===== config.mk =====
export PLATFORM = sky130hd
export DESIGN_NAME = system_clock_mode_controller
export DESIGN_NICKNAME = d
export VERILOG_FILES = /design/src/design/clk_divider_chain.v /design/src/design/machine_cycle_gen.v /design/src/design/system_clock_mode_controller.v
export VERILOG_INCLUDE_DIRS = /design/src /design/src/design
export SDC_FILE = /design/constraint.sdc
export NUM_CORES = 1
export LEC_CHECK = 0
export ABC_AREA = 1
export ABC_CLOCK_PERIOD_IN_PS = 7600
export BUFFER_PORTS_ARGS = -buffer_cell sky130_fd_sc_hd__buf_2
export CAP_MARGIN = 5
export CORE_UTILIZATION = 25
export CTS_CLUSTER_SIZE = 16
export DETAILED_ROUTE_END_ITERATION = 16
export GPL_TIMING_DRIVEN = 0
export PLACE_DENSITY = 0.56
export SYNTH_ARGS = -nofsm -noshare
export SYNTH_HDL_FRONTEND = slang
export SYNTH_SLANG_ARGS = --single-unit

===== constraint.sdc =====
create_clock -name i_sys_clk -period 7.6 [get_ports i_sys_clk]
set_input_delay 0.38 -clock i_sys_clk [delete_from_list [all_inputs] [get_ports i_sys_clk]]
set_output_delay 0.38 -clock i_sys_clk [all_outputs]
set_load 0.05 [all_outputs]

===== src/design/clk_mode_consts.vh =====
// Constants for the system clock and operating mode controller
// Functional notes
// - Clocks come from a 2-stage prescaler, 21-stage divider and cycle counter.
// - Prescaler and divider clear on reset and on stop entry or exit.
// - Stage seven input depends on mode, main clock select, stage7 select.
// - In slow run or slow doze, stage7 source select is ignored.
// - Warm-up after stop from fast run feeds stage seven from stage six.
// - A machine cycle is four main clock states; instructions take 1 to 10.
// - Single clock uses fast oscillator only; slow crystal pins are ports.
// - After reset the mode is single fast run on the fast clock.
// - Idle bit halts CPU and watchdog; any interrupt ends doze.
// - Wake with global enable set services interrupt, else continues next.
// - Gate bit stops CPU and non-tick peripherals until tick source falls.
// - Fast nap exits to single fast run; tick enable sets tick latch.
// - Dual clock runs both oscillators; slow modes give four slow periods.
// - Main select one gives dual slow run, zero dual fast; fast off gives slow only.
// - In slow only run and slow dozes, stages one to six stop.
// - Dual fast doze returns to dual fast run; slow only doze stops fast osc.
// - Dual slow doze equals slow only doze but fast oscillator keeps running.
// - Slow nap behaves as fast nap but returns to slow only run.
// - Illegal oscillator enable combinations reset the device.
// - Leaving any doze clears the idle bit.
// - Leaving either nap clears the peripheral clock gate bit.
`ifndef CLK_MODE_CONSTS_VH
`define CLK_MODE_CONSTS_VH
`define PRESCALE_W       2
`define DIVIDER_W        21
`define STATES_PER_CYCLE 4
`define STATE_CNT_W      2
`define STAGE7_IDX       6
`define STAGE6_IDX       5
`define MODE_W           4
`define M_SINGLE_FAST_RUN  4'h0
`define M_SINGLE_FAST_DOZE 4'h1
`define M_FAST_NAP         4'h2
`define M_DUAL_FAST_RUN    4'h3
`define M_DUAL_FAST_DOZE   4'h4
`define M_DUAL_SLOW_RUN    4'h5
`define M_DUAL_SLOW_DOZE   4'h6
`define M_SLOW_ONLY_RUN    4'h7
`define M_SLOW_ONLY_DOZE   4'h8
`define M_SLOW_NAP         4'h9
`define M_STOP             4'hA
`define M_WARMUP           4'hB
`endif


===== src/design/clk_divider_chain.v =====
// Prescaler and 21-stage ripple-style divider, built as enabled counters
`timescale 1ns/100ps
`default_nettype none
`include "clk_mode_consts.vh"
module clk_divider_chain (
  input  wire                    i_sys_clk,
  input  wire                    i_reset_n,
  input  wire                    i_clear,
  input  wire                    i_basic_tick,
  input  wire                    i_low_run,
  input  wire                    i_slow_tick,
  input  wire                    i_stage7_from_slow,
  output reg  [`DIVIDER_W-1:0]   o_stages
);
  reg  [`PRESCALE_W-1:0] pre_q;
  wire                   pre_carry;
  wire [`DIVIDER_W:0]    adv;
  wire                   s6_fall;
  wire                   s7_in;
  assign pre_carry = i_basic_tick & (&pre_q);
  assign s6_fall   = adv[`STAGE6_IDX] & o_stages[`STAGE6_IDX];
  // Stage seven takes either the stage six carry or the slow clock tick
  assign s7_in     = i_stage7_from_slow ? i_slow_tick : s6_fall;
  assign adv[0]    = pre_carry & ~i_low_run;
  // Each stage toggles when all lower stages carry, except that stage seven and above count from the stage seven input
  genvar g;
  generate
    for (g = 0; g < `DIVIDER_W; g = g + 1) begin : g_stage
      if (g == `STAGE7_IDX) begin : g_s7
        assign adv[g+1] = s7_in & o_stages[g];
      end else if (g == `STAGE6_IDX) begin : g_s6
        assign adv[g+1] = 1'b0;
      end else begin : g_std
        assign adv[g+1] = adv[g] & o_stages[g];
      end
    end
  endgenerate
  // Prescaler counts basic clock ticks; cleared on reset and stop edges
  always @(posedge i_sys_clk or negedge i_reset_n) begin
    if (!i_reset_n) begin
      pre_q <= {`PRESCALE_W{1'b0}};
    end else if (i_clear) begin
      pre_q <= {`PRESCALE_W{1'b0}};
    end else if (i_basic_tick & ~i_low_run) begin
      pre_q <= pre_q + 2'h1;
    end
  end
  // Divider stages, stage seven from the selected source
  always @(posedge i_sys_clk or negedge i_reset_n) begin : p_div
    integer k;
    if (!i_reset_n) begin
      o_stages <= {`DIVIDER_W{1'b0}};
    end else if (i_clear) begin
      o_stages <= {`DIVIDER_W{1'b0}};
    end else begin
      for (k = 0; k < `DIVIDER_W; k = k + 1) begin
        if (k == `STAGE7_IDX) begin
          if (s7_in) o_stages[k] <= ~o_stages[k];
        end else if (k < `STAGE7_IDX) begin
          if (i_low_run) o_stages[k] <= 1'b0;
          else if (adv[k]) o_stages[k] <= ~o_stages[k];
        end else if (adv[k]) begin
          o_stages[k] <= ~o_stages[k];
        end
      end
    end
  end
endmodule // clk_divider_chain
`default_nettype wire


===== src/design/machine_cycle_gen.v =====
// Machine cycle state counter: four main clock states per cycle
`timescale 1ns/100ps
`default_nettype none
`include "clk_mode_consts.vh"
module machine_cycle_gen (
  input  wire                     i_sys_clk,
  input  wire                     i_reset_n,
  input  wire                     i_main_tick,
  input  wire                     i_cpu_run,
  output reg  [`STATE_CNT_W-1:0]  o_state,
  output reg                      o_cycle_end
);
  // Advance one state per main clock tick while the CPU runs
  always @(posedge i_sys_clk or negedge i_reset_n) begin
    if (!i_reset_n) begin
      o_state     <= {`STATE_CNT_W{1'b0}};
      o_cycle_end <= 1'b0;
    end else begin
      o_cycle_end <= 1'b0;
      if (i_main_tick & i_cpu_run) begin
        o_state     <= o_state + 2'h1;
        o_cycle_end <= (o_state == `STATES_PER_CYCLE - 1);
      end
    end
  end
endmodule // machine_cycle_gen
`default_nettype wire


===== src/design/system_clock_mode_controller.v =====
// Operating mode state machine with timing generator and clock gating
`timescale 1ns/100ps
`default_nettype none
`include "clk_mode_consts.vh"
module system_clock_mode_controller (
  input  wire                    i_sys_clk,
  input  wire                    i_reset_n,
  input  wire                    i_fast_clock,
  input  wire                    i_slow_clock,
  input  wire                    i_fast_osc_enable,
  input  wire                    i_slow_osc_enable,
  input  wire                    i_main_clock_select,
  input  wire                    i_stage7_source_select,
  input  wire                    i_idle_set,
  input  wire                    i_peripheral_clock_gate_set,
  input  wire                    i_irq_request,
  input  wire                    i_global_irq_enable,
  input  wire                    i_tick_irq_enable,
  input  wire                    i_tick_timer_enable,
  input  wire [`DIVIDER_W-1:0]   i_tick_source_select,
  input  wire                    i_tick_irq_ack,
  input  wire                    i_stop_enter,
  input  wire                    i_stop_release,
  input  wire                    i_warmup_done,
  output reg  [`MODE_W-1:0]      o_mode,
  output reg                     o_idle_bit,
  output reg                     o_peripheral_clock_gate,
  output reg                     o_main_clock_is_slow,
  output wire                    o_fast_osc_on,
  output wire                    o_slow_osc_on,
  output wire                    o_slow_pins_are_ports,
  output wire                    o_cpu_run,
  output wire                    o_watchdog_run,
  output wire                    o_periph_clock_en,
  output wire                    o_tick_clock_en,
  output reg                     o_tick_interrupt_latch,
  output reg                     o_take_interrupt,
  output reg                     o_resume_next,
  output reg                     o_osc_fault_reset,
  output wire [`DIVIDER_W-1:0]   o_divider,
  output wire [`STATE_CNT_W-1:0] o_machine_state,
  output wire                    o_machine_cycle_end
);
  reg  [`MODE_W-1:0] mode_d;
  reg                stop_from_fast_q;
  reg                fast_q;
  reg                slow_q;
  reg                tick_src_q;
  reg                idle_d;
  reg                gate_d;
  reg                latch_d;
  reg                take_d;
  reg                next_d;
  wire               fast_tick;
  wire               slow_tick;
  wire               main_tick;
  wire               tick_src;
  wire               tick_fall;
  wire               slow_main;
  wire               low_run;
  wire               stage7_slow;
  wire               div_clear;
  wire               osc_fault;
  wire               single_mode;
  wire               any_doze;
  wire               any_nap;
  wire               stopped;

  // Mode class decode used in several places
  function is_slow_main;
    input [`MODE_W-1:0] m;
    begin
      is_slow_main = (m == `M_DUAL_SLOW_RUN) | (m == `M_DUAL_SLOW_DOZE) |
                     (m == `M_SLOW_ONLY_RUN) | (m == `M_SLOW_ONLY_DOZE) |
                     (m == `M_SLOW_NAP);
    end
  endfunction

  function is_single;
    input [`MODE_W-1:0] m;
    begin
      is_single = (m == `M_SINGLE_FAST_RUN) | (m == `M_SINGLE_FAST_DOZE) |
                  (m == `M_FAST_NAP);
    end
  endfunction

  // Rising edges of the oscillator inputs become one-cycle ticks
  always @(posedge i_sys_clk or negedge i_reset_n) begin
    if (!i_reset_n) begin
      fast_q     <= 1'b0;
      slow_q     <= 1'b0;
      tick_src_q <= 1'b0;
    end else begin
      fast_q     <= i_fast_clock;
      slow_q     <= i_slow_clock;
      tick_src_q <= tick_src;
    end
  end

  assign stopped     = (o_mode == `M_STOP);
  assign fast_tick   = i_fast_clock & ~fast_q & o_fast_osc_on;
  assign slow_tick   = i_slow_clock & ~slow_q & o_slow_osc_on;
  assign slow_main   = is_slow_main(o_mode);
  assign single_mode = is_single(o_mode);
  // Main clock follows the mode: fast in fast modes, slow in slow modes
  assign main_tick   = slow_main ? slow_tick : fast_tick;
  assign low_run     = (o_mode == `M_SLOW_ONLY_RUN) | (o_mode == `M_SLOW_ONLY_DOZE) |
                       (o_mode == `M_DUAL_SLOW_DOZE) | (o_mode == `M_SLOW_NAP);
  // Select bit ignored in slow modes and during warm-up after fast stop
  assign stage7_slow = i_stage7_source_select & ~slow_main &
                       ~(o_mode == `M_WARMUP & stop_from_fast_q) &
                       ~single_mode & o_slow_osc_on;
  assign div_clear   = ((mode_d == `M_STOP) & ~stopped) |
                       (stopped & i_stop_release);

  // Oscillator control per mode
  assign o_fast_osc_on = ~stopped & (o_mode != `M_SLOW_ONLY_RUN) &
                         (o_mode != `M_SLOW_ONLY_DOZE) & (o_mode != `M_SLOW_NAP) &
                         ~(o_mode == `M_WARMUP & ~stop_from_fast_q);
  assign o_slow_osc_on = ~stopped & ~single_mode &
                         ~(o_mode == `M_WARMUP & stop_from_fast_q & ~i_slow_osc_enable);
  assign o_slow_pins_are_ports = single_mode;

  assign any_doze = (o_mode == `M_SINGLE_FAST_DOZE) | (o_mode == `M_DUAL_FAST_DOZE) |
                    (o_mode == `M_DUAL_SLOW_DOZE) | (o_mode == `M_SLOW_ONLY_DOZE);
  assign any_nap  = (o_mode == `M_FAST_NAP) | (o_mode == `M_SLOW_NAP);
  // CPU and watchdog halt in doze, nap, stop and warm-up
  assign o_cpu_run         = ~any_doze & ~any_nap & ~stopped & (o_mode != `M_WARMUP);
  assign o_watchdog_run    = o_cpu_run;
  assign o_periph_clock_en = ~any_nap & ~stopped & (o_mode != `M_WARMUP);
  assign o_tick_clock_en   = ~stopped;

  // Nap ends on the falling edge of the selected divider tap
  assign tick_src  = |(o_divider & i_tick_source_select);
  assign tick_fall = tick_src_q & ~tick_src;

  // Clearing the enable of the clock in use, or both, resets the device
  assign osc_fault = (~i_fast_osc_enable & ~i_slow_osc_enable) |
                     (~i_fast_osc_enable & ~i_main_clock_select) |
                     (~i_slow_osc_enable & i_main_clock_select);

  // Next mode and self-clearing control bits
  always @* begin
    mode_d  = o_mode;
    idle_d  = o_idle_bit | i_idle_set;
    gate_d  = o_peripheral_clock_gate | i_peripheral_clock_gate_set;
    latch_d = o_tick_interrupt_latch & ~i_tick_irq_ack;
    take_d  = 1'b0;
    next_d  = 1'b0;
    case (o_mode)
      `M_SINGLE_FAST_RUN, `M_DUAL_FAST_RUN, `M_DUAL_SLOW_RUN, `M_SLOW_ONLY_RUN: begin
        if (i_stop_enter) begin
          mode_d = `M_STOP;
        end else if (i_idle_set) begin
          case (o_mode)
            `M_SINGLE_FAST_RUN: mode_d = `M_SINGLE_FAST_DOZE;
            `M_DUAL_FAST_RUN:   mode_d = `M_DUAL_FAST_DOZE;
            `M_DUAL_SLOW_RUN:   mode_d = `M_DUAL_SLOW_DOZE;
            default:            mode_d = `M_SLOW_ONLY_DOZE;
          endcase
        end else if (i_peripheral_clock_gate_set) begin
          mode_d = is_slow_main(o_mode) ? `M_SLOW_NAP : `M_FAST_NAP;
        end else if (o_mode == `M_SINGLE_FAST_RUN) begin
          if (i_slow_osc_enable) mode_d = `M_DUAL_FAST_RUN;
        end else if (o_mode == `M_DUAL_FAST_RUN) begin
          if (i_main_clock_select) mode_d = `M_DUAL_SLOW_RUN;
          else if (~i_slow_osc_enable) mode_d = `M_SINGLE_FAST_RUN;
        end else if (o_mode == `M_DUAL_SLOW_RUN) begin
          if (~i_main_clock_select) mode_d = `M_DUAL_FAST_RUN;
          else if (~i_fast_osc_enable) mode_d = `M_SLOW_ONLY_RUN;
        end else begin
          if (i_fast_osc_enable) mode_d = `M_DUAL_SLOW_RUN;
        end
      end
      `M_SINGLE_FAST_DOZE, `M_DUAL_FAST_DOZE, `M_DUAL_SLOW_DOZE, `M_SLOW_ONLY_DOZE: begin
        if (i_irq_request) begin
          idle_d = 1'b0;
          take_d = i_global_irq_enable;
          next_d = ~i_global_irq_enable;
          case (o_mode)
            `M_SINGLE_FAST_DOZE: mode_d = `M_SINGLE_FAST_RUN;
            `M_DUAL_FAST_DOZE:   mode_d = `M_DUAL_FAST_RUN;
            `M_DUAL_SLOW_DOZE:   mode_d = `M_DUAL_SLOW_RUN;
            default:             mode_d = `M_SLOW_ONLY_RUN;
          endcase
        end
      end
      `M_FAST_NAP, `M_SLOW_NAP: begin
        if (tick_fall) begin
          gate_d = 1'b0;
          mode_d = (o_mode == `M_FAST_NAP) ? `M_SINGLE_FAST_RUN
                                           : `M_SLOW_ONLY_RUN;
          if (i_tick_timer_enable) latch_d = 1'b1;
          take_d = i_tick_timer_enable & i_global_irq_enable & i_tick_irq_enable;
        end
      end
      `M_STOP: begin
        if (i_stop_release) mode_d = `M_WARMUP;
      end
      `M_WARMUP: begin
        if (i_warmup_done) begin
          mode_d = stop_from_fast_q ? `M_SINGLE_FAST_RUN : `M_SLOW_ONLY_RUN;
        end
      end
      default: begin
        mode_d = `M_SINGLE_FAST_RUN;
      end
    endcase
  end

  // Mode register and control bits; reset lands in single fast run
  always @(posedge i_sys_clk or negedge i_reset_n) begin
    if (!i_reset_n) begin
      o_mode                  <= `M_SINGLE_FAST_RUN;
      o_idle_bit              <= 1'b0;
      o_peripheral_clock_gate <= 1'b0;
      o_tick_interrupt_latch  <= 1'b0;
      o_take_interrupt        <= 1'b0;
      o_resume_next           <= 1'b0;
      o_osc_fault_reset       <= 1'b0;
      o_main_clock_is_slow    <= 1'b0;
      stop_from_fast_q        <= 1'b1;
    end else if (osc_fault & ~stopped & (o_mode != `M_WARMUP) & ~o_osc_fault_reset) begin
      o_mode                  <= `M_SINGLE_FAST_RUN;
      o_idle_bit              <= 1'b0;
      o_peripheral_clock_gate <= 1'b0;
      o_tick_interrupt_latch  <= 1'b0;
      o_take_interrupt        <= 1'b0;
      o_resume_next           <= 1'b0;
      o_osc_fault_reset       <= 1'b1;
      o_main_clock_is_slow    <= 1'b0;
      stop_from_fast_q        <= 1'b1;
    end else begin
      o_mode                  <= mode_d;
      o_idle_bit              <= idle_d;
      o_peripheral_clock_gate <= gate_d;
      o_tick_interrupt_latch  <= latch_d;
      o_take_interrupt        <= take_d;
      o_resume_next           <= next_d;
      o_osc_fault_reset       <= 1'b0;
      o_main_clock_is_slow    <= is_slow_main(mode_d);
      if (mode_d == `M_STOP && o_mode != `M_STOP) begin
        stop_from_fast_q <= ~is_slow_main(o_mode);
      end
    end
  end

  // Timing generator divider chain
  clk_divider_chain u_div (
    .i_sys_clk          (i_sys_clk),
    .i_reset_n          (i_reset_n),
    .i_clear            (div_clear),
    .i_basic_tick       (fast_tick),
    .i_low_run          (low_run),
    .i_slow_tick        (slow_tick),
    .i_stage7_from_slow (stage7_slow | low_run),
    .o_stages           (o_divider)
  );

  // Machine cycle counter on the main clock
  machine_cycle_gen u_mc (
    .i_sys_clk   (i_sys_clk),
    .i_reset_n   (i_reset_n),
    .i_main_tick (main_tick),
    .i_cpu_run   (o_cpu_run),
    .o_state     (o_machine_state),
    .o_cycle_end (o_machine_cycle_end)
  );
endmodule // system_clock_mode_controller
`default_nettype wire


==> results of run 1 <==
-- state kept, by name, indices dropped and copies added (netlist names) --
name	flops
u_div.pre_q	2
o_main_clock_is_slow	1
u_mc.o_cycle_end	1
slow_q	1
o_take_interrupt	1
o_idle_bit	1
u_div.o_stages	21
u_mc.o_state	2
o_tick_interrupt_latch	1
o_mode	4
o_resume_next	1
o_osc_fault_reset	1
o_peripheral_clock_gate	1
stop_from_fast_q	1
fast_q	1
tick_src_q	1
-- stage by stage --
stage	utilization, %	area [µm²]	total power [mW]	cells
floorplan	-	2510	0.804	326
global placement	31.5	3080	0.973	539
detailed placement	31.5	3080	0.979	539
CTS	32.6	3190	1.16	547
global route	32.6	3190	1.24	547
finish	32.7	3190	1.15	548
-- worst paths after layout --
path	startpoint	to	slack, ns	depth (start not counted)
setup / recovery	u_div.o_stages[7]	u_div.o_stages[13]	4.45	16
hold / removal	i_fast_clock	fast_q	0.20	1
setup reg to reg	u_div.o_stages[7]	u_div.o_stages[13]	4.45	16
hold reg to reg	u_mc.o_state[0]	u_mc.o_state[0]	0.51	1
max in group asynchronous	i_reset_n	o_main_clock_is_slow	6.76	1
min in group asynchronous	i_reset_n	u_div.o_stages[3]	0.24	1
-- final cells by class --
class / count / area [µm²] / area share, %
Clock buffer: 6 / 72.6 / 2.27
Timing Repair Buffer: 80 / 400 / 12.5
Sequential cell: 41 / 1030 / 32.2
Inverter: 54 / 203 / 6.35
Antenna cell: 1 / 2.50 / 0.0784
Multi-Input combinational cell: 229 / 1270 / 39.8
Tap cell: 133 / 166 / 5.21
Buffer: 2 / 12.5 / 0.392
Clock inverter: 2 / 38.8 / 1.21
-- cell usage after synthesis, drive strengths merged --
master	instances
xnor2	2
a21boi	1
dfstp	1
a211oi	1
nor4b	1
inv	54
o21ai	23
ha	2
nor2	57
nand2	63
nor3	10
nand3	10
buf	2
and2	1
nor4	2
a21oi	21
o31ai	2
a41oi	1
a221oi	3
dfrtp	40
o211ai	2
nand4	12
a22o	3
o221ai	3
mux2	1
xor2	1
a31oi	1
nor3b	5
o32ai	1
-- power by group through the flow --
stage | Clock, mW | Sequential, mW | Combinational (mW)
6_report | 0.179 | 0.299 | 0.670
5_1_grt | 0.197 | 0.305 | 0.741
4_1_cts | 0.187 | 0.299 | 0.677
3_5_place_dp | 0 | 0.303 | 0.676
3_3_place_gp | 0 | 0.302 | 0.672
2_1_floorplan | 0 | 0.397 | 0.407
-- metal layers --
layer / global-route usage, % / part of all wire, %
met1: 20.0 / 48
met2: 23.6 / 45
met3: 3.15 / 5.6
met4: 3.74 / 1.0
met5: 0 / 0
-- cell families after synthesis --
| kind of cell | count (synthesis) |
|---|---|
| adders and majority gates | 2 |
| xor gates and xnor gates | 3 |
| and+or+nand+nor | 161 |
| muxes | 1 |
| DFF | 41 |
| buffers and inverters | 56 |
| AOI/OAI and AO/OA | 62 |
==> flow_metrics.py, run 1 <==
metrics = {
    "logic_synthesis": {
        "synthTopCellsByArea": "dfrtp_1 40%, nand2_1 8.8%, nor2_1 7.6%, inv_1 7.5%, a21oi_1 4.2%",
        "synthCells": 326,
        "avgSynthCellArea_um2": 7.71,
        "yosys.area.top_type": "dfrtp_1",
        "postSynthNetCount": 367,
        "synth_adder_area_share_pct": 0.996,
        "yosys.area_share.simple_pct": 32.8,
        "synth.distinct_cells": 42,
        "ys_warn_count": 0,
        "post-synth-top-area-fraction_pct": 39.8,
        "ys_ff_latch": 41,
        "mappedNetlistArea_um2": 2510,
        "synthMuxAreaShare_pct": 0.448,
        "seq_area_frac_synth_pct": 40.9,
        "synth-xor-area-share_pct": 1.05,
        "synth_top_family_by_area": "simple AND/OR/NAND/NOR gates",
        "synth-compound-area-share_pct": 15.2,
    },
    "cells_and_area": {
        "fin_nets": 454,
        "drive_gt1_share_pct": 28.3,
        "mostFrequentLayoutCells": "81 x buf_2, 59 x nand2_1, 51 x nor2_1, 50 x inv_1, 40 x dfrtp_1",
        "fill_cells": 1071,
        "final_common_cell": "buf_2",
        "area_delta_synth_final_pct": 27.1,
    },
    "setup_path": {
        "cp_slowest_cell": "dfrtp_1",
        "cp_max_fo": 10,
        "worst-path-buf-inv": 1,
        "worst_path_most_repeated_cell": "nand2_1",
        "crit_chain": "nand2_1 -> nand2_1 -> a221oi_1 -> nand4_1 -> nor4b_2 -> nand3_1 -> nand2_1 -> o21ai_0 -> nand2_1 -> nand3_1 -> nand2_1 -> nor2_1 -> a21boi_4 -> buf_2 -> nand2_1 -> a21oi_1",
        "cp_top_family": "simple AND/OR/NAND/NOR gates",
        "worstPathRequired_ns": 7.82,
        "crit_path_end_kind": "flop",
        "critPathMaxStageDelay_ns": 0.47,
        "crit_arrival_ns": 3.37,
        "start_kind": "flop",
        "crit_type": "reg2reg",
    },
    "floorplan": {
        "die_h_um": 102,
        "coreArea_um2": 9770,
        "start_util_pct": 25.7,
        "fp-row-count": 36,
        "ioPinCount": 81,
        "die_area_um2": 10500,
        "die_w_um": 102,
    },
    "power": {
        "pwr-share-seq_pct": 26.0,
        "p_switching_mw": 0.616,
        "leakagePower_nw": 1.74,
        "pwr-share-clk_pct": 15.6,
        "peakVddDrop_uv": 163,
        "switching_share_pct": 53.7,
        "p_per_area_nw_per_um2": 359,
        "combPwrFrac_pct": 58.4,
        "p_int_mw": 0.531,
    },
    "timing": {
        "fin_crit_sh_pct": 41.4,
        "max_freq_mhz": 317,
        "hold_slack_ns": 0.204,
        "fin_crit_ns": 3.15,
        "finalSetupViolCount": 0,
        "final.setup.worst_slack_ns": 4.45,
        "rsz0062_at_grt": "no",
        "tightest_slew_ns": 1.19,
        "finalHoldViolCount": 0,
        "drv_slew": 0,
        "fin_skew_ns": 0.0101,
        "setup_tns_ns": 0,
        "max_slew_margin_pct": 20.8,
    },
    "grt": {
        "grt_pass1_vias": 2384,
        "antenna_found_initial": 1,
        "grt_overflow_total": 0,
        "grt_max_degree": 42,
        "grtUsageTotal_pct": 14.7,
        "grt_pass1_wl_mm": 11.7,
    },
    "drt": {
        "routedWlPerCell_um": 13.0,
        "via_per_inst": 4.57,
        "drt-total-wl_mm": 7.12,
        "vias": 2504,
        "first_pass_iters": 4,
        "drc_errors": 0,
        "drt_iter0_markers": 89,
        "antenna_left": 0,
    },
    "hold_path": {
        "hp-class": "in2reg",
    },
    "clock_tree": {
        "cts_tree": "built",
        "htreeDepth": 2,
        "cts_root_buffer": "clkbuf_8",
        "cts.reportedPaths.clkPinSlew_ns": 0.09,
        "ctsResizeCount": 0,
        "cts.sinks": 41,
        "cts_hold_buf": 0,
        "clockBufferDepth": 2,
        "post-cts-setup-buffer-count": 0,
        "clock_latency_ns": 0.30,
        "cts_inserted_buffers": 5,
    },
    "status": {
        "status": "finished, final reports clean",
    },
    "place": {
        "dp_hpwl_mm": 5.60,
        "place_ws_ns": 4.47,
        "numPortBuffers": 80,
        "gp_congestion": 0.863,
    },
    "run": {
        "maxCapViolCount": 0,
    },
}
(Power assumes the default switching activity.)
==> inputs of run 2 (changes only) <==
ABC_CLOCK_PERIOD_IN_PS = 2850   (was 7600)
PLACE_DENSITY = 0.58   (was 0.56)
clock period = 2.85 ns   (was 7.6 ns; I/O delays follow)
==> flow_metrics.py, run 2 (synthesis results as in run 1) <==
metrics = {
    "drt": {
        "first_pass_iters": 4,
        "via_per_inst": 4.61,
        "routedWlPerCell_um": 13.3,
        "vias": 2638,
        "drc_errors": 0,
        "antenna_left": 0,
        "drt_iter0_markers": 76,
        "drt-total-wl_mm": 7.59,
    },
    "setup_path": {
        "crit_type": "reg2reg",
        "start_kind": "flop",
        "crit_arrival_ns": 3.06,
        "r2r_start": "o_mode[2]",
        "reg2reg_to": "u_div.o_stages[20]",
        "crit_path_end_kind": "flop",
        "worstPathRequired_ns": 3.10,
        "reg2reg_depth": 16,
        "r2r_slack_ns": 0.04,
        "cp_max_fo": 8,
    },
    "timing": {
        "finalSetupViolCount": 0,
        "max_slew_margin_pct": 17.1,
        "fin_crit_sh_pct": 98.8,
        "fin_crit_ns": 2.81,
        "drv_slew": 0,
        "setup_tns_ns": 0,
        "hold_slack_ns": -0.0177,
        "fin_skew_ns": 0.00962,
        "max_freq_mhz": 355,
        "rsz0062_at_grt": "yes",
        "tightest_slew_ns": 1.24,
        "finalHoldViolCount": 4,
        "final.setup.worst_slack_ns": 0.0352,
    },
    "cells_and_area": {
        "diodes": 0,
        "final_area_um2": 3540,
        "drive_gt1_share_pct": 39.6,
        "final_common_cell": "buf_2",
        "area_delta_synth_final_pct": 40.9,
        "mostFrequentLayoutCells": "80 x buf_2, 54 x nand2_1, 48 x inv_1, 41 x nor2_1, 33 x dfrtp_1",
        "largest_reg_flops": 21,
        "finalNonFillerCells": 572,
        "top_register": "u_div.o_stages",
        "fin_nets": 479,
        "reg.largest.list": "u_div.o_stages: 21 flops, o_mode: 4 flops",
    },
    "place": {
        "dp.cells": 539,
        "gp_congestion": 0.871,
        "dp_hpwl_mm": 5.62,
        "post_dp_cell_area_um2": 3090,
        "numPortBuffers": 80,
        "place_ws_ns": -0.247,
    },
    "clock_tree": {
        "cts_root_buffer": "clkbuf_8",
        "cts_inserted_buffers": 5,
        "cts.reportedPaths.clkPinSlew_ns": 0.09,
        "htreeDepth": 2,
        "clock_latency_ns": 0.30,
        "cts.sinks": 41,
        "clockBufferDepth": 2,
        "cts_tree": "built",
    },
    "grt": {
        "grt_overflow_total": 0,
        "grt_pass1_wl_mm": 11.5,
        "grt_pass1_vias": 2322,
        "grt_max_degree": 42,
        "antenna_found_initial": 0,
        "grtUsageTotal_pct": 14.5,
    },
    "power": {
        "leakagePower_nw": 1.85,
        "peakVddDrop_uv": 521,
        "p_per_area_nw_per_um2": 948,
    },
    "floorplan": {
        "ioPinCount": 81,
        "die_h_um": 102,
        "coreArea_um2": 9770,
        "fp-row-count": 36,
        "start_util_pct": 25.7,
        "die_area_um2": 10500,
        "die_w_um": 102,
    },
    "status": {
        "violations": "hold timing",
        "status": "finished, violations left",
    },
    "hold_path": {
        "hp-class": "in2async",
    },
    "run": {
        "maxCapViolCount": 0,
    },
}
[run 2: cell count changes in the layout (fill, tap and decap cells not counted), sizes merged]
cell / before / now
buf: 82 / 105
bufinv: 1 / 0
clkinv: 1 / 0
clkinvlp: 0 / 3
diode: 1 / 0
dlygate4sd3: 0 / 2
inv: 54 / 53
[run 2: where the power goes]
group | leakage [nW] | total [mW] | switching, mW | internal, mW
registers | 0.535 | 0.811 | 0.119 | 0.692
logic | 1.28 | 2.15 | 1.48 | 0.671
clock network | 0.0374 | 0.398 | 0.225 | 0.173
total | 1.85 | 3.36 | 1.82 | 1.54
[run 2: final cells by class]
| cell class | count | area [µm²] |
|---|---|---|
| multi-input combinational | 229 | 1430 |
| tap | 133 | 166 |
| fill | 1064 | 6230 |
| inverter | 54 | 211 |
| timing repair buffer | 105 | 593 |
| sequential | 41 | 1040 |
| clock buffer | 6 | 72.6 |
| buffer | 2 | 18.8 |
| clock inverter | 2 | 15.0 |
[run 2: worst max-delay path, stage by stage (launching register included)]
cell and delay, ns:
dfrtp_2 0.51, buf_4 0.17, nor2_2 0.17, nand4_1 0.12, nand2_1 0.14, nor2_1 0.07, a21oi_2 0.20, nand4_2 0.13
nand2_2 0.11, nand4_4 0.14, nor3_4 0.26, nand4_2 0.16, nor2_4 0.17, nand4_2 0.12, nor2_4 0.14, nand4_1 0.09
nand2_1 0.07
[run 2: worst max-delay path by stage]
stage	end	startpoint	cells after the start
floorplan	u_div.o_stages[20]	o_mode[2]	18
global placement	u_div.o_stages[10]	o_mode[2]	19
detailed placement	u_div.o_stages[13]	u_div.o_stages[7]	16
CTS	u_div.o_stages[11]	o_mode[0]	19
global route	u_div.o_stages[19]	o_mode[2]	19
finish	u_div.o_stages[20]	o_mode[2]	16
[run 2: through the flow]
step / power (mW) / util [%] / hold slack (ns)
floorplan: 2.16 / - / -0.153
global placement: 2.61 / 31.6 / 0.268
detailed placement: 2.63 / 31.6 / 0.268
CTS: 3.15 / 33.5 / 0.00938
global route: 3.60 / 36.2 / 0.0110
finish: 3.36 / 36.2 / -0.0177
[run 2: what timing repair did]
item,4_1_cts,5_1_grt
setup buffers,4,19
gates cloned,0,1
endpoints found under the hold margin,2,0
hold buffers,2,0
endpoints found under the setup margin,24,24
pin swaps,6,19
gates resized for setup,14,35
[run 2: layer usage]
| metal | track usage [%] | share of wire [%] | wire length, µm |
|---|---|---|---|
| met1 | 19.2 | 47 | 3580 |
| met2 | 24.7 | 48 | 3640 |
| met3 | 2.74 | 4.4 | 337 |
| met4 | 2.64 | 0.45 | 34 |
| met5 | 0 | 0 | 0 |
==> inputs of run 3 (changes only) <==
SYNTH_HIERARCHICAL = 1   (was default)
==> flow_metrics.py, run 3 <==
metrics = {
    "grt": {
        "grtUsageTotal_pct": 14.7,
        "grt_overflow_total": 0,
        "grt_pass1_vias": 2521,
        "antenna_found_initial": 1,
        "grt_pass1_wl_mm": 12.1,
        "grt_max_degree": 42,
    },
    "logic_synthesis": {
        "synth.distinct_cells": 32,
        "postSynthNetCount": 408,
        "yosys.area.top_type": "dfrtp_1",
        "synth.top_cells.by_count": "107 x nand2_1, 50 x nor2_1, 49 x inv_1, 40 x dfrtp_1, 24 x a21oi_1",
        "synth_top_family_by_area": "simple AND/OR/NAND/NOR gates",
        "yosys.area_share.simple_pct": 39.2,
        "ys.flop_type": "dfrtp_1",
        "synth_edf_count": 0,
        "ys_warn_count": 6,
        "synthMuxAreaShare_pct": 0,
        "seq_area_frac_synth_pct": 40.1,
        "avgSynthCellArea_um2": 6.98,
        "mappedNetlistArea_um2": 2560,
        "post-synth-top-area-fraction_pct": 39.1,
        "synthCells": 367,
        "ys_ff_latch": 41,
        "yosysMostFrequentCell": "nand2_1",
        "synth-compound-area-share_pct": 10.8,
        "async_reset_ff_share_pct": 100,
        "synth-xor-area-share_pct": 0.342,
        "synthTopCellsByArea": "dfrtp_1 39%, nand2_1 16%, nor2_1 7.3%, inv_1 7.2%, a21oi_1 4.7%",
        "synth_adder_area_share_pct": 0.977,
    },
    "cells_and_area": {
        "top_register": "u_div/o_stages",
        "mostFrequentLayoutCells": "104 x nand2_1, 81 x buf_2, 43 x inv_1, 42 x nor2_1, 36 x dfrtp_1",
        "largest_reg_flops": 21,
        "fill_cells": 1087,
        "multi_input_area_um2": 1390,
        "drive_gt1_share_pct": 33.4,
        "finalNonFillerCells": 613,
        "reg.largest.list": "u_div/o_stages: 21 flops, o_mode: 4 flops",
        "fin_nets": 519,
        "area_delta_synth_final_pct": 36.1,
        "final_area_um2": 3490,
        "final_common_cell": "nand2_1",
        "final-seq-area_um2": 1030,
    },
    "timing": {
        "hold_slack_ns": -0.00713,
        "tightest_slew_ns": 0.951,
        "finalSetupViolCount": 2,
        "finalHoldViolCount": 2,
        "drv_slew": 0,
        "fin_skew_ns": 0.00588,
        "fin_crit_sh_pct": 101,
        "rsz0062_at_grt": "yes",
        "final.setup.worst_slack_ns": -0.0229,
        "max_slew_margin_pct": 36.6,
        "max_freq_mhz": 348,
        "fin_crit_ns": 2.87,
    },
    "floorplan": {
        "die_area_um2": 10700,
        "coreArea_um2": 9860,
        "die_w_um": 103,
        "start_util_pct": 26.0,
        "fp-row-count": 36,
        "ioPinCount": 81,
        "die_h_um": 103,
    },
    "place": {
        "numPortBuffers": 80,
        "gp_congestion": 0.871,
        "post_dp_cell_area_um2": 3150,
        "dp.cells": 580,
        "dp_hpwl_mm": 5.71,
    },
    "drt": {
        "via_per_inst": 4.63,
        "routedWlPerCell_um": 12.4,
        "antenna_left": 0,
        "drc_errors": 0,
        "drt_iter0_markers": 70,
        "drt-total-wl_mm": 7.58,
        "vias": 2836,
        "first_pass_iters": 4,
    },
    "setup_path": {
        "cp_max_fo": 6,
        "critPathMaxStageDelay_ns": 0.50,
        "crit_path_end_kind": "flop",
        "cp_slowest_cell": "dfrtp_2",
        "crit_chain": "nand2_8 -> o21ai_2 -> o21ai_1 -> inv_2 -> nand2_2 -> nor2_4 -> nand2_2 -> nor2_4 -> nand4_4 -> nor2_4 -> nand4_2 -> nand2_2 -> nand4_4 -> nor2_2 -> nand4_1 -> nor2_2 -> nand4_1 -> nor2_2 -> nand3_2 -> nand2_1 -> nor2_1",
        "crit_type": "reg2reg",
        "cp_top_family": "simple AND/OR/NAND/NOR gates",
        "worstPathRequired_ns": 3.04,
        "crit_arrival_ns": 3.06,
        "worst-path-buf-inv": 1,
        "start_kind": "flop",
    },
    "status": {
        "status": "finished, violations left",
        "violations": "hold timing, setup timing",
    },
    "clock_tree": {
        "cts_tree": "built",
        "htreeDepth": 2,
        "cts.reportedPaths.clkPinSlew_ns": 0.08,
        "cts_root_buffer": "clkbuf_8",
        "clock_latency_ns": 0.29,
        "cts.sinks": 41,
        "clockBufferDepth": 2,
        "cts_inserted_buffers": 5,
    },
    "power": {
        "p_per_area_nw_per_um2": 954,
        "pwr-share-seq_pct": 24.8,
        "pwr-share-clk_pct": 11.3,
        "leakagePower_nw": 1.95,
        "combPwrFrac_pct": 63.9,
        "peakVddDrop_uv": 451,
        "p_int_mw": 1.47,
        "switching_share_pct": 55.8,
        "p_switching_mw": 1.85,
    },
    "run": {
        "maxCapViolCount": 0,
    },
    "hold_path": {
        "hp-class": "in2async",
    },
}
==> run 3: changes by cell type in the layout (fill, tap and decap cells not counted), sizes merged, moves of 4 or more <==
cell,before,now
nand3,10,24
a21oi,21,25
nor3,10,4
nand2,63,112
nor3b,5,0
==> run 3: what timing repair did <==
| item | in CTS | in global routing |
|---|---|---|
| buffers inserted | 7 | 16 |
| endpoints found under the hold margin | 2 | 0 |
| setup endpoints to repair | 7 | 21 |
| gates resized for setup | 5 | 18 |
| hold buffers | 2 | 0 |
| pin swaps | 7 | 13 |
==> run 3: power by group through the flow <==
stage	registers (mW)	logic [mW]	clock network (mW)
2_1_floorplan	1.11	1.20	0
3_3_place_gp	0.825	1.96	0
3_5_place_dp	0.829	1.98	0
4_1_cts	0.820	2.00	0.394
5_1_grt	0.845	2.35	0.415
6_report	0.826	2.12	0.377
==> run 3: cell type report <==
type | instances | share of cell area (%)
antenna | 1 | 0.0718
buffer | 3 | 0.682
clock buffer | 8 | 2.30
inverter | 52 | 5.71
multi-input combinational | 271 | 40.0
sequential | 41 | 29.6
tap | 133 | 4.77
timing repair buffer | 104 | 16.9
==> run 3: layer usage <==
metal,part of all wire [%],wire length (µm),GRT usage (%),vias to the layer above
met3,4.8,365,2.49,9
met1,45,3430,19.4,1328
met4,0.98,74,3.68,0
met5,0,0,0,-
met2,49,3720,24.9,93
li1,-,-,-,1406
==> run 3: path summary, 6_finish.rpt <==
check / startpoint / end / slack (ns) / cells after the start
worst max-delay path: o_mode[1] / u_div/o_stages[19] / -0.02 / 21
worst min-delay path: i_reset_n / u_div/o_stages[16] / -0.007 / 1
worst max register to register: o_mode[1] / u_div/o_stages[19] / -0.02 / 21
worst min register to register: stop_from_fast_q / stop_from_fast_q / 0.51 / 2
max in group asynchronous: i_reset_n / o_mode[3] / 2.20 / 1
min in group i_sys_clk: i_global_irq_enable / o_resume_next / 0.02 / 2
==> run 3: cells by family (layout without fill, tap and decap cells) <==
group	Yosys count	count (layout)
flops	41	41
simple gates	215	215
compound gates	53	53
other cells	0	1
buf+inv	55	167
xor+xnor	1	1
fa+ha+maj	2	2
==> run 3: worst register-to-register path, cell delays in order, from the launching register on <==
cell	delay, ns
dfrtp_2	0.50
nand2_8	0.09
o21ai_2	0.12
o21ai_1	0.08
inv_2	0.06
nand2_2	0.05
nor2_4	0.12
nand2_2	0.08
nor2_4	0.13
nand4_4	0.10
nor2_4	0.14
nand4_2	0.08
nand2_2	0.12
nand4_4	0.11
nor2_2	0.12
nand4_1	0.13
nor2_2	0.19
nand4_1	0.16
nor2_2	0.17
nand3_2	0.09
nand2_1	0.08
nor2_1	0.04
==> run 3: per-stage QoR <==
stage | util (%) | hold slack [ns] | worst slack, ns | total power [mW] | TNS [ns]
3_5_place_dp | 32.0 | 0.269 | -0.372 | 2.81 | -1.38
2_1_floorplan | - | -0.153 | -0.406 | 2.31 | -1.62
3_3_place_gp | 32.0 | 0.273 | -0.355 | 2.78 | -1.23
6_report | 35.4 | -0.00713 | -0.0229 | 3.33 | -0.0388
4_1_cts | 33.6 | 0.0169 | 0.00279 | 3.21 | 0
5_1_grt | 35.4 | 0.0275 | -0.261 | 3.61 | -2.34
